[config.mk]
export PLATFORM = sky130hd
export DESIGN_NAME = hbf_host_bus_fifo_port
export DESIGN_NICKNAME = d
export VERILOG_FILES = /design/src/hw/hbf_pkg.sv /design/src/hw/hbf_fifo_if.sv /design/src/hw/hbf_half_fifo.sv /design/src/hw/hbf_host_bus_fifo_port.sv
export SDC_FILE = /design/constraint.sdc
export NUM_CORES = 2
export LEC_CHECK = 0
export BUFFER_PORTS_ARGS = -buffer_cell sky130_fd_sc_hd__buf_2
export CAP_MARGIN = 20
export CORE_MARGIN = 2
export CORE_UTILIZATION = 60
export DETAILED_ROUTE_END_ITERATION = 10
export GPL_TIMING_DRIVEN = 0
export PLACE_DENSITY = 0.82
export SYNTH_ARGS = -nofsm -noshare
export SYNTH_HDL_FRONTEND = slang
export SYNTH_SLANG_ARGS = --single-unit
[constraint.sdc]
create_clock -name core_clk -period 6.2 [get_ports core_clk]
set_input_delay 0.31 -clock core_clk [delete_from_list [all_inputs] [get_ports core_clk]]
set_output_delay 0.31 -clock core_clk [all_outputs]
set_load 0.01 [all_outputs]
[src/hw/hbf_pkg.sv]
// Shared constants and types for the host bus FIFO port.
// Overview of operation
// RL1 - Two bus styles, 8 or 16 bit data
// RL2 - One 64-byte FIFO per direction
// RL3 - Style zero: upper enable and A0 pick lanes
// RL4 - Style one: lower enable and A0 pick lanes
// RL5 - Style pin and toggling ALE choose bus structure
// RL6 - Byte and word FIFO accesses mix freely
// RL7 - Two 32-byte halves, host sees one
// RL8 - Word FIFO access only in 16-bit mode
// RL9 - Receive half length 32 down to 2
// RL10 - Word byte order follows style lane order
package hbf_pkg;
  localparam int FIFO_DEPTH = 64;
  localparam int HALF_BYTES = FIFO_DEPTH / 2;
  localparam int PTR_W = 6;
  localparam int ADDR_W = 8;
  localparam logic [PTR_W-1:0] HALF_LEN = 6'h20;
  localparam logic [PTR_W-1:0] RX_LEN_MIN = 6'h02;
  localparam logic [PTR_W-1:0] ONE_BYTE = 6'h01;
  localparam logic [PTR_W-1:0] TWO_BYTES = 6'h02;
  // Word address of the FIFO port (A7..A1)
  localparam logic [ADDR_W-2:0] FIFO_ADDR = 7'h00;
  // Pin synchroniser slots
  localparam int SY_CS = 0;
  localparam int SY_RD = 1;
  localparam int SY_WR = 2;
  localparam int SY_ALE = 3;
  localparam int SY_STYLE = 4;
  localparam int SY_WIDTH = 5;
  localparam int SY_N = 6;
  // Lane decode of {lane enable, A0}
  typedef enum logic [3:0] {
    LN_WORD = 4'h1,
    LN_ODD = 4'h2,
    LN_EVEN = 4'h4,
    LN_NONE = 4'h8
  } hbf_lane_t;
  typedef enum logic [2:0] {
    ST_IDLE = 3'h1,
    ST_READ = 3'h2,
    ST_WRITE = 3'h4
  } hbf_state_t;
endpackage

[src/hw/hbf_fifo_if.sv]
// Filler and drainer signals of one two-half FIFO.
interface hbf_fifo_if import hbf_pkg::*; ();
  logic fill_valid;
  logic fill_two;
  logic [15:0] fill_data;
  logic [PTR_W-1:0] fill_space;
  logic commit;
  logic [PTR_W-1:0] limit;
  logic drain_take;
  logic drain_two;
  logic [15:0] drain_data;
  logic [PTR_W-1:0] drain_level;
  modport user (
    output fill_valid, fill_two, fill_data, commit, limit,
    output drain_take, drain_two,
    input fill_space, drain_data, drain_level
  );
  modport store (
    input fill_valid, fill_two, fill_data, commit, limit,
    input drain_take, drain_two,
    output fill_space, drain_data, drain_level
  );
endinterface

[src/hw/hbf_half_fifo.sv]
// Two-half byte FIFO: filler owns one half, drainer the other.
module hbf_half_fifo import hbf_pkg::*; #(
  parameter int DEPTH = FIFO_DEPTH,
  parameter bit AUTO_COMMIT = 1'b0
) (
  // Clock and reset
  input wire logic core_clk,
  input wire logic rst,
  // FIFO port
  hbf_fifo_if.store port
);
  localparam int AW = $clog2(DEPTH);
  localparam int HW = AW - 1;
  logic [7:0] mem [0:DEPTH-1];
  logic fhalf_ff;
  logic [PTR_W-1:0] fptr_ff, dptr_ff, dcnt_ff;
  logic dfull_ff;
  logic [PTR_W-1:0] lim, fill_n, take_n;
  logic [AW-1:0] fa0, fa1, da0, da1;
  logic fill_ok, commit_go, drain_ok;

  // Clamp the programmed length into the legal range
  assign lim = (port.limit < RX_LEN_MIN) ? RX_LEN_MIN :
               (port.limit > HALF_LEN) ? HALF_LEN : port.limit; // see RL9
  assign fill_n = port.fill_two ? TWO_BYTES : ONE_BYTE;
  assign port.fill_space = (lim > fptr_ff) ? lim - fptr_ff : '0;
  assign commit_go = (port.commit || (AUTO_COMMIT && fptr_ff == lim)) &&
                     !dfull_ff && fptr_ff != '0; // see RL7
  // A write colliding with a swap is dropped, never split
  assign fill_ok = port.fill_valid && port.fill_space >= fill_n &&
                   !commit_go;
  assign fa0 = {fhalf_ff, fptr_ff[HW-1:0]};
  assign fa1 = {fhalf_ff, fptr_ff[HW-1:0] + 1'b1};
  assign da0 = {~fhalf_ff, dptr_ff[HW-1:0]}; // see RL7
  assign da1 = {~fhalf_ff, dptr_ff[HW-1:0] + 1'b1};
  assign port.drain_level = dfull_ff ? dcnt_ff - dptr_ff : '0;
  assign port.drain_data = {mem[da1], mem[da0]};
  assign take_n = (port.drain_two && port.drain_level >= TWO_BYTES) ?
                  TWO_BYTES : ONE_BYTE;
  assign drain_ok = port.drain_take && port.drain_level != '0;

  // Byte storage, two bytes per cycle for word writes
  always_ff @(posedge core_clk) begin
    if (fill_ok) begin
      mem[fa0] <= port.fill_data[7:0]; // see RL2
      if (port.fill_two) begin
        mem[fa1] <= port.fill_data[15:8]; // see RL6
      end
    end
  end

  // Filler pointer and half ownership
  always_ff @(posedge core_clk) begin
    if (rst) begin
      fhalf_ff <= 1'b0;
      fptr_ff <= '0;
    end else if (commit_go) begin
      fhalf_ff <= ~fhalf_ff;
      fptr_ff <= '0;
    end else if (fill_ok) begin
      fptr_ff <= fptr_ff + fill_n;
    end
  end

  // Drainer half contents
  always_ff @(posedge core_clk) begin
    if (rst) begin
      dfull_ff <= 1'b0;
      dptr_ff <= '0;
      dcnt_ff <= '0;
    end else if (commit_go) begin
      dfull_ff <= 1'b1;
      dptr_ff <= '0;
      dcnt_ff <= fptr_ff;
    end else if (drain_ok) begin
      if (dptr_ff + take_n >= dcnt_ff) begin
        dfull_ff <= 1'b0;
        dptr_ff <= '0;
      end else begin
        dptr_ff <= dptr_ff + take_n;
      end
    end
  end

  property p_half_bound;
    @(posedge core_clk) disable iff (rst)
    fptr_ff <= HALF_LEN && dcnt_ff <= HALF_LEN;
  endproperty
  a_half_bound: assert property (p_half_bound) // see RL7
    else $error("half pointer beyond 32 bytes");

  property p_swap;
    @(posedge core_clk) disable iff (rst)
    commit_go |=> dfull_ff && fhalf_ff != $past(fhalf_ff) &&
                  dcnt_ff == $past(fptr_ff) && fptr_ff == '0;
  endproperty
  a_swap: assert property (p_swap) // see RL7
    else $error("half swap did not hand over filled half");

  property p_fill_step;
    @(posedge core_clk) disable iff (rst)
    fill_ok |=> fptr_ff == $past(fptr_ff) + $past(fill_n);
  endproperty
  a_fill_step: assert property (p_fill_step) // see RL6
    else $error("fill pointer did not advance by access size");

  property p_limit;
    @(posedge core_clk) disable iff (rst)
    fill_ok |-> fptr_ff + fill_n <= lim && lim >= RX_LEN_MIN;
  endproperty
  a_limit: assert property (p_limit) // see RL9
    else $error("fill past programmed half length");
endmodule

[src/hw/hbf_host_bus_fifo_port.sv]
// Parallel host bus port giving access to the signaling FIFOs.
module hbf_host_bus_fifo_port import hbf_pkg::*; (
  // Clock and reset
  input wire logic core_clk,
  input wire logic rst,
  // Configuration straps
  input wire logic bus_style_select,
  input wire logic bus_width_select,
  // Bus control pins
  input wire logic cs_n,
  input wire logic rd_ds_n,
  input wire logic wr_rw_n,
  input wire logic ale,
  input wire logic upper_lane_enable_n,
  input wire logic lower_lane_enable_n,
  // Address and data pins
  input wire logic [ADDR_W-1:0] addr,
  input wire logic [15:0] d_in,
  output logic [15:0] d_out,
  output logic d_oe,
  // Framer side control
  input wire logic tx_commit,
  input wire logic [PTR_W-1:0] rx_half_len,
  // Internal highway, transmit direction
  output logic [7:0] tx_hw_data,
  output logic tx_hw_valid,
  input wire logic tx_hw_ready,
  // Internal highway, receive direction
  input wire logic [7:0] rx_hw_data,
  input wire logic rx_hw_valid,
  output logic rx_hw_ready
);
  hbf_fifo_if tx_if ();
  hbf_fifo_if rx_if ();
  logic [SY_N-1:0] raw, s1_ff, s2_ff, s3_ff, pin_ff;
  hbf_state_t state_ff;
  logic mux_ff, ale_prev_ff, ale_seen_ff;
  logic [ADDR_W-1:0] alat_ff, eff_addr;
  logic [15:0] d_out_ff;
  logic d_oe_ff;
  logic [7:0] tx_data_ff, rx_hold_ff;
  logic tx_valid_ff, rx_hold_v_ff, rx_ready_ff, nxt_rx_hold_v;
  logic style, wide, lane_n, hit, rd_act, wr_act, on_low, word;
  logic start_rd, start_wr, tx_take, rx_move, rx_acc;
  hbf_lane_t lane;
  logic [7:0] rb0, rb1, wb;

  assign raw = {bus_width_select, bus_style_select, ale, wr_rw_n,
                rd_ds_n, cs_n};

  // Three-stage pin synchronisers, value taken when stages 2 and 3 agree
  genvar gi;
  generate
    for (gi = 0; gi < SY_N; gi++) begin : g_sync
      always_ff @(posedge core_clk) begin
        if (rst) begin
          s1_ff[gi] <= 1'b1;
          s2_ff[gi] <= 1'b1;
          s3_ff[gi] <= 1'b1;
          pin_ff[gi] <= 1'b1;
        end else begin
          s1_ff[gi] <= raw[gi];
          s2_ff[gi] <= s1_ff[gi];
          s3_ff[gi] <= s2_ff[gi];
          if (s2_ff[gi] == s3_ff[gi]) begin
            pin_ff[gi] <= s3_ff[gi];
          end
        end
      end
    end
  endgenerate

  assign style = pin_ff[SY_STYLE];
  assign wide = pin_ff[SY_WIDTH]; // see RL1
  // Style one uses a data strobe plus read/write level
  assign rd_act = !pin_ff[SY_CS] && !pin_ff[SY_RD] &&
                  (!style || pin_ff[SY_WR]); // see RL1
  assign wr_act = !pin_ff[SY_CS] && (style ?
                  (!pin_ff[SY_RD] && !pin_ff[SY_WR]) : !pin_ff[SY_WR]);

  // Toggling ALE in style zero selects the multiplexed bus. The first
  // change after reset only arms the detector: the synchroniser's reset
  // level may differ from a statically tied pin, which is no toggle
  always_ff @(posedge core_clk) begin
    if (rst) begin
      mux_ff <= 1'b0;
      ale_seen_ff <= 1'b0;
      ale_prev_ff <= 1'b1;
      alat_ff <= '0;
    end else begin
      ale_prev_ff <= pin_ff[SY_ALE];
      if (pin_ff[SY_ALE] != ale_prev_ff) begin
        ale_seen_ff <= 1'b1;
        if (ale_seen_ff && !style) begin
          mux_ff <= 1'b1; // see RL5
        end
      end
      if (ale_prev_ff && !pin_ff[SY_ALE]) begin
        alat_ff <= d_in[ADDR_W-1:0]; // see RL5
      end
    end
  end
  assign eff_addr = (mux_ff && !style) ? alat_ff : addr; // see RL5

  // Lane decode; address and enables are static during the strobe
  always_comb begin
    lane_n = style ? lower_lane_enable_n : upper_lane_enable_n;
    case ({lane_n, eff_addr[0]})
      2'b00: lane = LN_WORD;
      2'b01: lane = LN_ODD;
      2'b10: lane = LN_EVEN;
      default: lane = LN_NONE;
    endcase
    // 8-bit mode: always one byte on the low lane
    word = wide && lane == LN_WORD; // see RL8
    on_low = !wide || (lane == LN_ODD ? style : !style); // see RL3 see RL4
    hit = eff_addr[ADDR_W-1:1] == FIFO_ADDR && (!wide || lane != LN_NONE);
  end

  assign start_rd = state_ff == ST_IDLE && rd_act && hit;
  assign start_wr = state_ff == ST_IDLE && wr_act && hit;

  // Host access sequencing
  always_ff @(posedge core_clk) begin
    if (rst) begin
      state_ff <= ST_IDLE;
    end else begin
      case (state_ff)
        ST_IDLE: begin
          if (start_rd) begin
            state_ff <= ST_READ;
          end else if (start_wr) begin
            state_ff <= ST_WRITE;
          end
        end
        ST_READ: begin
          if (!rd_act) begin
            state_ff <= ST_IDLE;
          end
        end
        ST_WRITE: begin
          if (!wr_act) begin
            state_ff <= ST_IDLE;
          end
        end
        default: state_ff <= ST_IDLE;
      endcase
    end
  end

  // Receive FIFO read bytes; missing bytes read as zero, never stale data
  assign rb0 = (rx_if.drain_level != '0) ? rx_if.drain_data[7:0] : 8'h00;
  assign rb1 = (rx_if.drain_level >= TWO_BYTES) ?
               rx_if.drain_data[15:8] : 8'h00;
  assign wb = on_low ? d_in[7:0] : d_in[15:8];

  // Read data driven for the whole strobe
  always_ff @(posedge core_clk) begin
    if (rst) begin
      d_out_ff <= 16'h0000;
      d_oe_ff <= 1'b0;
    end else if (start_rd) begin
      d_oe_ff <= 1'b1;
      if (word) begin
        d_out_ff <= style ? {rb0, rb1} : {rb1, rb0}; // see RL10
      end else begin
        d_out_ff <= on_low ? {8'h00, rb0} : {rb0, 8'h00}; // see RL3
      end
    end else if (state_ff == ST_READ && !rd_act) begin
      d_oe_ff <= 1'b0;
    end
  end

  // Host side of both FIFOs
  assign rx_if.drain_take = start_rd;
  assign rx_if.drain_two = word; // see RL6
  assign rx_if.commit = 1'b0;
  assign rx_if.limit = rx_half_len; // see RL9
  assign tx_if.fill_valid = start_wr;
  assign tx_if.fill_two = word; // see RL8
  assign tx_if.fill_data = !word ? {8'h00, wb} :
                           (style ? {d_in[7:0], d_in[15:8]} : d_in);
  assign tx_if.commit = tx_commit;
  assign tx_if.limit = HALF_LEN;

  // Transmit highway output stage
  assign tx_take = (!tx_valid_ff || tx_hw_ready) &&
                   tx_if.drain_level != '0;
  assign tx_if.drain_take = tx_take;
  assign tx_if.drain_two = 1'b0;
  always_ff @(posedge core_clk) begin
    if (rst) begin
      tx_valid_ff <= 1'b0;
      tx_data_ff <= 8'h00;
    end else if (tx_take) begin
      tx_valid_ff <= 1'b1;
      tx_data_ff <= tx_if.drain_data[7:0];
    end else if (tx_hw_ready) begin
      tx_valid_ff <= 1'b0;
    end
  end

  // Receive highway input holding byte; ready is registered
  assign rx_acc = rx_hw_valid && rx_ready_ff;
  assign rx_move = rx_hold_v_ff && rx_if.fill_space != '0;
  assign rx_if.fill_valid = rx_hold_v_ff;
  assign rx_if.fill_two = 1'b0;
  assign rx_if.fill_data = {8'h00, rx_hold_ff};
  assign nxt_rx_hold_v = (rx_hold_v_ff && !rx_move) || rx_acc;
  always_ff @(posedge core_clk) begin
    if (rst) begin
      rx_hold_v_ff <= 1'b0;
      rx_hold_ff <= 8'h00;
      rx_ready_ff <= 1'b0;
    end else begin
      rx_hold_v_ff <= nxt_rx_hold_v;
      rx_ready_ff <= !nxt_rx_hold_v;
      if (rx_acc) begin
        rx_hold_ff <= rx_hw_data;
      end
    end
  end

  hbf_half_fifo #(.DEPTH(FIFO_DEPTH), .AUTO_COMMIT(1'b0)) u_tx (
    .core_clk(core_clk),
    .rst(rst),
    .port(tx_if.store)
  );
  hbf_half_fifo #(.DEPTH(FIFO_DEPTH), .AUTO_COMMIT(1'b1)) u_rx (
    .core_clk(core_clk),
    .rst(rst),
    .port(rx_if.store)
  );

  assign d_out = d_out_ff;
  assign d_oe = d_oe_ff;
  assign tx_hw_data = tx_data_ff;
  assign tx_hw_valid = tx_valid_ff;
  assign rx_hw_ready = rx_ready_ff;

  property p_oe_only_read;
    @(posedge core_clk) disable iff (rst)
    d_oe_ff |-> state_ff == ST_READ;
  endproperty
  a_oe_only_read: assert property (p_oe_only_read) // see RL1
    else $error("data bus driven outside a read");

  property p_narrow_no_word;
    @(posedge core_clk) disable iff (rst)
    start_rd && !wide |=> d_out_ff[15:8] == 8'h00;
  endproperty
  a_narrow_no_word: assert property (p_narrow_no_word) // see RL8
    else $error("upper lane used in 8-bit mode");

  property p_word_order;
    @(posedge core_clk) disable iff (rst)
    start_rd && word && style |=> d_out_ff[15:8] == $past(rb0);
  endproperty
  a_word_order: assert property (p_word_order) // see RL10
    else $error("style one word read not first byte high");

  property p_odd_lane0;
    @(posedge core_clk) disable iff (rst)
    start_rd && wide && !style && lane == LN_ODD |=>
      d_out_ff[7:0] == 8'h00;
  endproperty
  a_odd_lane0: assert property (p_odd_lane0) // see RL3
    else $error("style zero odd byte not on upper lane");

  property p_odd_lane1;
    @(posedge core_clk) disable iff (rst)
    start_rd && wide && style && lane == LN_ODD |=>
      d_out_ff[15:8] == 8'h00;
  endproperty
  a_odd_lane1: assert property (p_odd_lane1) // see RL4
    else $error("style one odd byte not on lower lane");

  property p_mux_style;
    @(posedge core_clk) disable iff (rst)
    $rose(mux_ff) |-> !$past(style);
  endproperty
  a_mux_style: assert property (p_mux_style) // see RL5
    else $error("multiplexed bus chosen in style one");

  property p_oe_release;
    @(posedge core_clk) disable iff (rst)
    state_ff == ST_READ && !rd_act |=> !d_oe_ff ##1 state_ff == ST_IDLE;
  endproperty
  a_oe_release: assert property (p_oe_release) // see RL1
    else $error("bus not released after read strobe");
endmodule

==> key figures <==
Place
  – HPWL Detailed: approximately 130000 µm
  – Port Buf Inserts: 76
  – Number of cells after detailed placement: 4943
  – Final GP Congestion: between 1 and 1.5

Clock tree
  – Number of levels in the clock H-tree: 3
  – Sink count of the clock tree: around 1100
  – Longest Clk Path Bufs: 3
  – TritonCTS buffer count: roughly 110
  – Root Driver: sky130_fd_sc_hd__clkbuf_16
  – Clock latency on the worst-skew pair: 730 ps
  – Post-CTS clock slew at the launch and capture registers of the worst setup and hold paths: 70 ps
  – Number of post-CTS setup repair buffers: 0
  – Clock tree from TritonCTS: done

Yosys
  – EDFF count, synth: just over 1000
  – Number of synthesis warnings: 0
  – Average cell area after synthesis: 15.8 µm²
  – Number of nets produced by synthesis: between 3000 and 4000
  – Main flop type after synthesis: sky130_fd_sc_hd__edfxtp_1
  – Post-synthesis instance area: about 0.057 mm²
  – Instance count of the mapped netlist: around 3600
  – Post-synthesis cell type count: 84
  – Number of flip-flops and latches in the synthesized netlist: ~1100
  – Async set-or-reset flop fraction in the synthesized netlist: 0
  – Sequential-to-total area share from yosys stat: 0.583

Global route
  – Tot GR Track Use: 0.375
  – First-pass GRT wire length: around 260000 µm
  – Via count of the first global-routing pass: between 30000 and 40000
  – Remaining global-route overflow: 0
  – Pin count of the biggest net entering global routing: 57
  – Number of antenna violations at the first check in global routing: 9

Critical path
  – Kind of end point of the critical path: flop
  – Startpoint of the lowest-slack register-to-register path: u_rx.dptr_ff[1]
  – Endpoint of the worst register-to-register path: u_rx.dptr_ff[4]
  – Kind of critical path: flop to flop
  – Required time worst endpoint: a little under 7000 ps
  – Worst Path Arrival: roughly 6600 ps
  – Worst R2R Setup Slack: between 200 and 250 ps
  – Worst r2r path cells: 18
  – Launching element type of the critical path: flop
  – Worst-path fanout max: 10

Timing
  – Achievable Freq: between 150 and 200 MHz
  – Worst-margin pin slew: about 1400 ps
  – Number of hold violations in the final report: 0
  – Number of max-slew violations in the final report: 0
  – Final setup violation count: 0
  – RSZ-0062 raised after global routing: false
  – Worst-case hold slack: 35.4 ps
  – Worst slew margin relative to its limit: 0.0675
  – Post-route minimum period: about 6000 ps
  – Clock Skews: 41.9 ps
  – Setup TNS Final: 0 ps
  – Period utilisation layout: 0.967

Hold path
  – Number of stages on the worst hold path: 3
  – Worst hold-check path type: primary input to flop
  – HP Start: d_in[0]
  – Endpoint with the worst hold slack: alat_ff[0]

Job
  – Max capacitance violation total: 0

Die
  – Starting density of the core: 0.606
  – Die height: 311 µm
  – Die width: about 310 µm
  – Die area: between 0.09 and 0.1 mm²
  – Number of cell rows: 112
  – I/O pin count: between 70 and 80
  – Core Footprint: around 0.093 mm²

Power
  – Total power divided by cell area: approximately 250 mW/mm²
  – Standby leakage power: between 20 and 25 nW
  – Peak supply drop: 262 µV

Final layout
  – Non-Filler Instances: between 5000 and 6000
  – Fraction of layout instances using a drive strength above 1: 0.244
  – Filler instances: 6045
  – Nets: a little under 4000
  – Area growth from synthesis to final layout: 11.4%

Route
  – Initial DRC count: a little over 7000
  – WL final: approximately 180000 µm
  – Final routed DRC violation total: 0
  – Via-per-instance ratio: around 7.5
  – Detailed-route via count: approximately 39000
  – Remaining antenna violation count after routing: 0
  – Routed len/inst: between 30 and 40 µm
  – Pre-Repair DR Iteration Count: 8

Status
  – Result of the run: finished clean
## layout by cell type, fill, tap and decap left out, types with 106 or more instances in the layout
cell type | netlist | layout
sky130_fd_sc_hd__mux4_2 | 423 | 423
sky130_fd_sc_hd__clkbuf_1 | 179 | 196
sky130_fd_sc_hd__mux2i_1 | 548 | 542
sky130_fd_sc_hd__edfxtp_1 | 1024 | 1024
sky130_fd_sc_hd__buf_2 | 58 | 143
sky130_fd_sc_hd__nor2_1 | 149 | 149
sky130_fd_sc_hd__nand3_1 | 110 | 110
sky130_fd_sc_hd__nand2_1 | 197 | 197
sky130_fd_sc_hd__clkbuf_16 | 0 | 120
sky130_fd_sc_hd__dfxtp_1 | 114 | 106
## synth_stat cells (all sizes together), types with 4 or more instances
master | number | area [µm²]
nand3b | 4 | 30.0
mux2 | 37 | 417
edfxtp | 1024 | 30700
mux4 | 423 | 9530
fa | 5 | 100
a21oi | 72 | 360
a32o | 5 | 50.1
nor3 | 12 | 60.1
xor2 | 13 | 114
o31a | 6 | 52.6
nand2 | 208 | 808
nor2b | 22 | 138
nand3 | 110 | 551
dfxtp | 114 | 2280
a22oi | 9 | 67.6
mux2i | 548 | 5490
or2 | 22 | 138
a31oi | 12 | 75.1
a221oi | 6 | 52.6
nor4 | 5 | 31.3
o2111ai | 6 | 52.6
o21ai | 64 | 320
or3 | 13 | 81.3
o211ai | 10 | 75.1
a211oi | 11 | 82.6
o22ai | 64 | 400
nand2b | 12 | 75.1
ha | 41 | 513
and3 | 7 | 43.8
a22o | 4 | 35.0
o22a | 8 | 70.1
o21a | 10 | 75.1
inv | 45 | 169
xnor2 | 20 | 190
nor2 | 195 | 1110
o31ai | 8 | 60.1
nand4 | 32 | 282
clkbuf | 179 | 672
a31o | 7 | 61.3
o21bai | 5 | 37.5
a21o | 12 | 90.1
clkinv | 4 | 15.0
buf | 122 | 718
## where the power goes
part           switching [mW]  internal [mW]  leakage, nW
sequential             0.0264           8.38         10.2
clock                    3.07           3.89         1.82
combinational           0.399          0.181         8.11
## worst max path at each step
stage / from / slack, ps / to / cells after the start
finish: u_rx.dptr_ff[1] / 200 / u_rx.dptr_ff[4] / 18
global route: u_rx.dptr_ff[1] / 5 / u_rx.dptr_ff[4] / 18
CTS: u_rx.dptr_ff[1] / 210 / u_rx.dptr_ff[4] / 18
detailed placement: u_rx.dptr_ff[1] / 310 / u_rx.dptr_ff[4] / 18
global placement: u_rx.dptr_ff[1] / 440 / u_rx.dptr_ff[4] / 18
floorplan: u_rx.dptr_ff[1] / 1530 / u_rx.dptr_ff[1] / 18
## through the flow
step / power, mW / utilization / instance area, µm² / setup slack, ps
final: 15.9 / 0.675 / 63100 / 202
after global routing: 16.2 / 0.675 / 63100 / 5.30
after global placement: 9.06 / 0.627 / 58600 / 439
after CTS: 15.8 / 0.674 / 63000 / 208
after floorplan: 8.86 / - / 56700 / 1530
after detailed placement: 9.11 / 0.632 / 59100 / 315
## area by class of cell
class	count	area, µm²	area share
diodes	3	7.51	0.000119
plain buffers	301	1390	0.0220
clock buffers	145	3160	0.0501
clock inverters	64	537	0.00850
inverters	49	184	0.00291
multi-input cells	2088	22100	0.350
flip-flops and latches	1138	33000	0.524
well taps	1254	1570	0.0249
repair buffers	145	1120	0.0178
## logic make-up after synthesis
logic type | count (synthesis) | synth area share
AO/OA/AOI/OAI | 342 | 0.0395
XOR/XNOR | 33 | 0.00536
adder cells (fa/ha/maj) | 46 | 0.0108
buffers and inverters | 350 | 0.0278
flip-flops | 1138 | 0.583
multiplexers | 1008 | 0.272
AND/OR/NAND/NOR | 659 | 0.0616
## state kept, by name (all words and copies together) (netlist names), 8 cells and up
name        cells
d_out          16
u_rx.mem      512
u_tx.mem      512
tx_hw_data      8
alat_ff         8
rx_hold_ff      8
## worst max-delay path, stage by stage, from the launching register on
cell and delay [ps]:
sky130_fd_sc_hd__dfxtp_1 530, sky130_fd_sc_hd__buf_4 320, sky130_fd_sc_hd__buf_4 370, sky130_fd_sc_hd__buf_2 440, sky130_fd_sc_hd__inv_2 270, sky130_fd_sc_hd__fa_1 480, sky130_fd_sc_hd__xor2_1 170, sky130_fd_sc_hd__a2111oi_0 550
sky130_fd_sc_hd__o211ai_1 380, sky130_fd_sc_hd__nand3_1 210, sky130_fd_sc_hd__ha_1 210, sky130_fd_sc_hd__fa_1 460, sky130_fd_sc_hd__ha_1 290, sky130_fd_sc_hd__a21o_1 150, sky130_fd_sc_hd__a21o_1 170, sky130_fd_sc_hd__a21o_1 180
sky130_fd_sc_hd__a21oi_2 300, sky130_fd_sc_hd__o2111ai_1 170, sky130_fd_sc_hd__a21oi_1 240
## routing by layer
metal | vias up | share of wire | GRT usage
li1 | 14900 | - | -
met1 | 19200 | 0.34 | 0.512
met2 | 3875 | 0.42 | 0.530
met3 | 722 | 0.18 | 0.159
met4 | 14 | 0.050 | 0.161
met5 | - | 0.00057 | 0
## repair_timing
item	CTS	global route
hold endpoints to repair	21	0
endpoints found under the setup margin	0	7
hold buffers	25	0
resized for setup	0	1
Power figures use the tool's default switching activity.
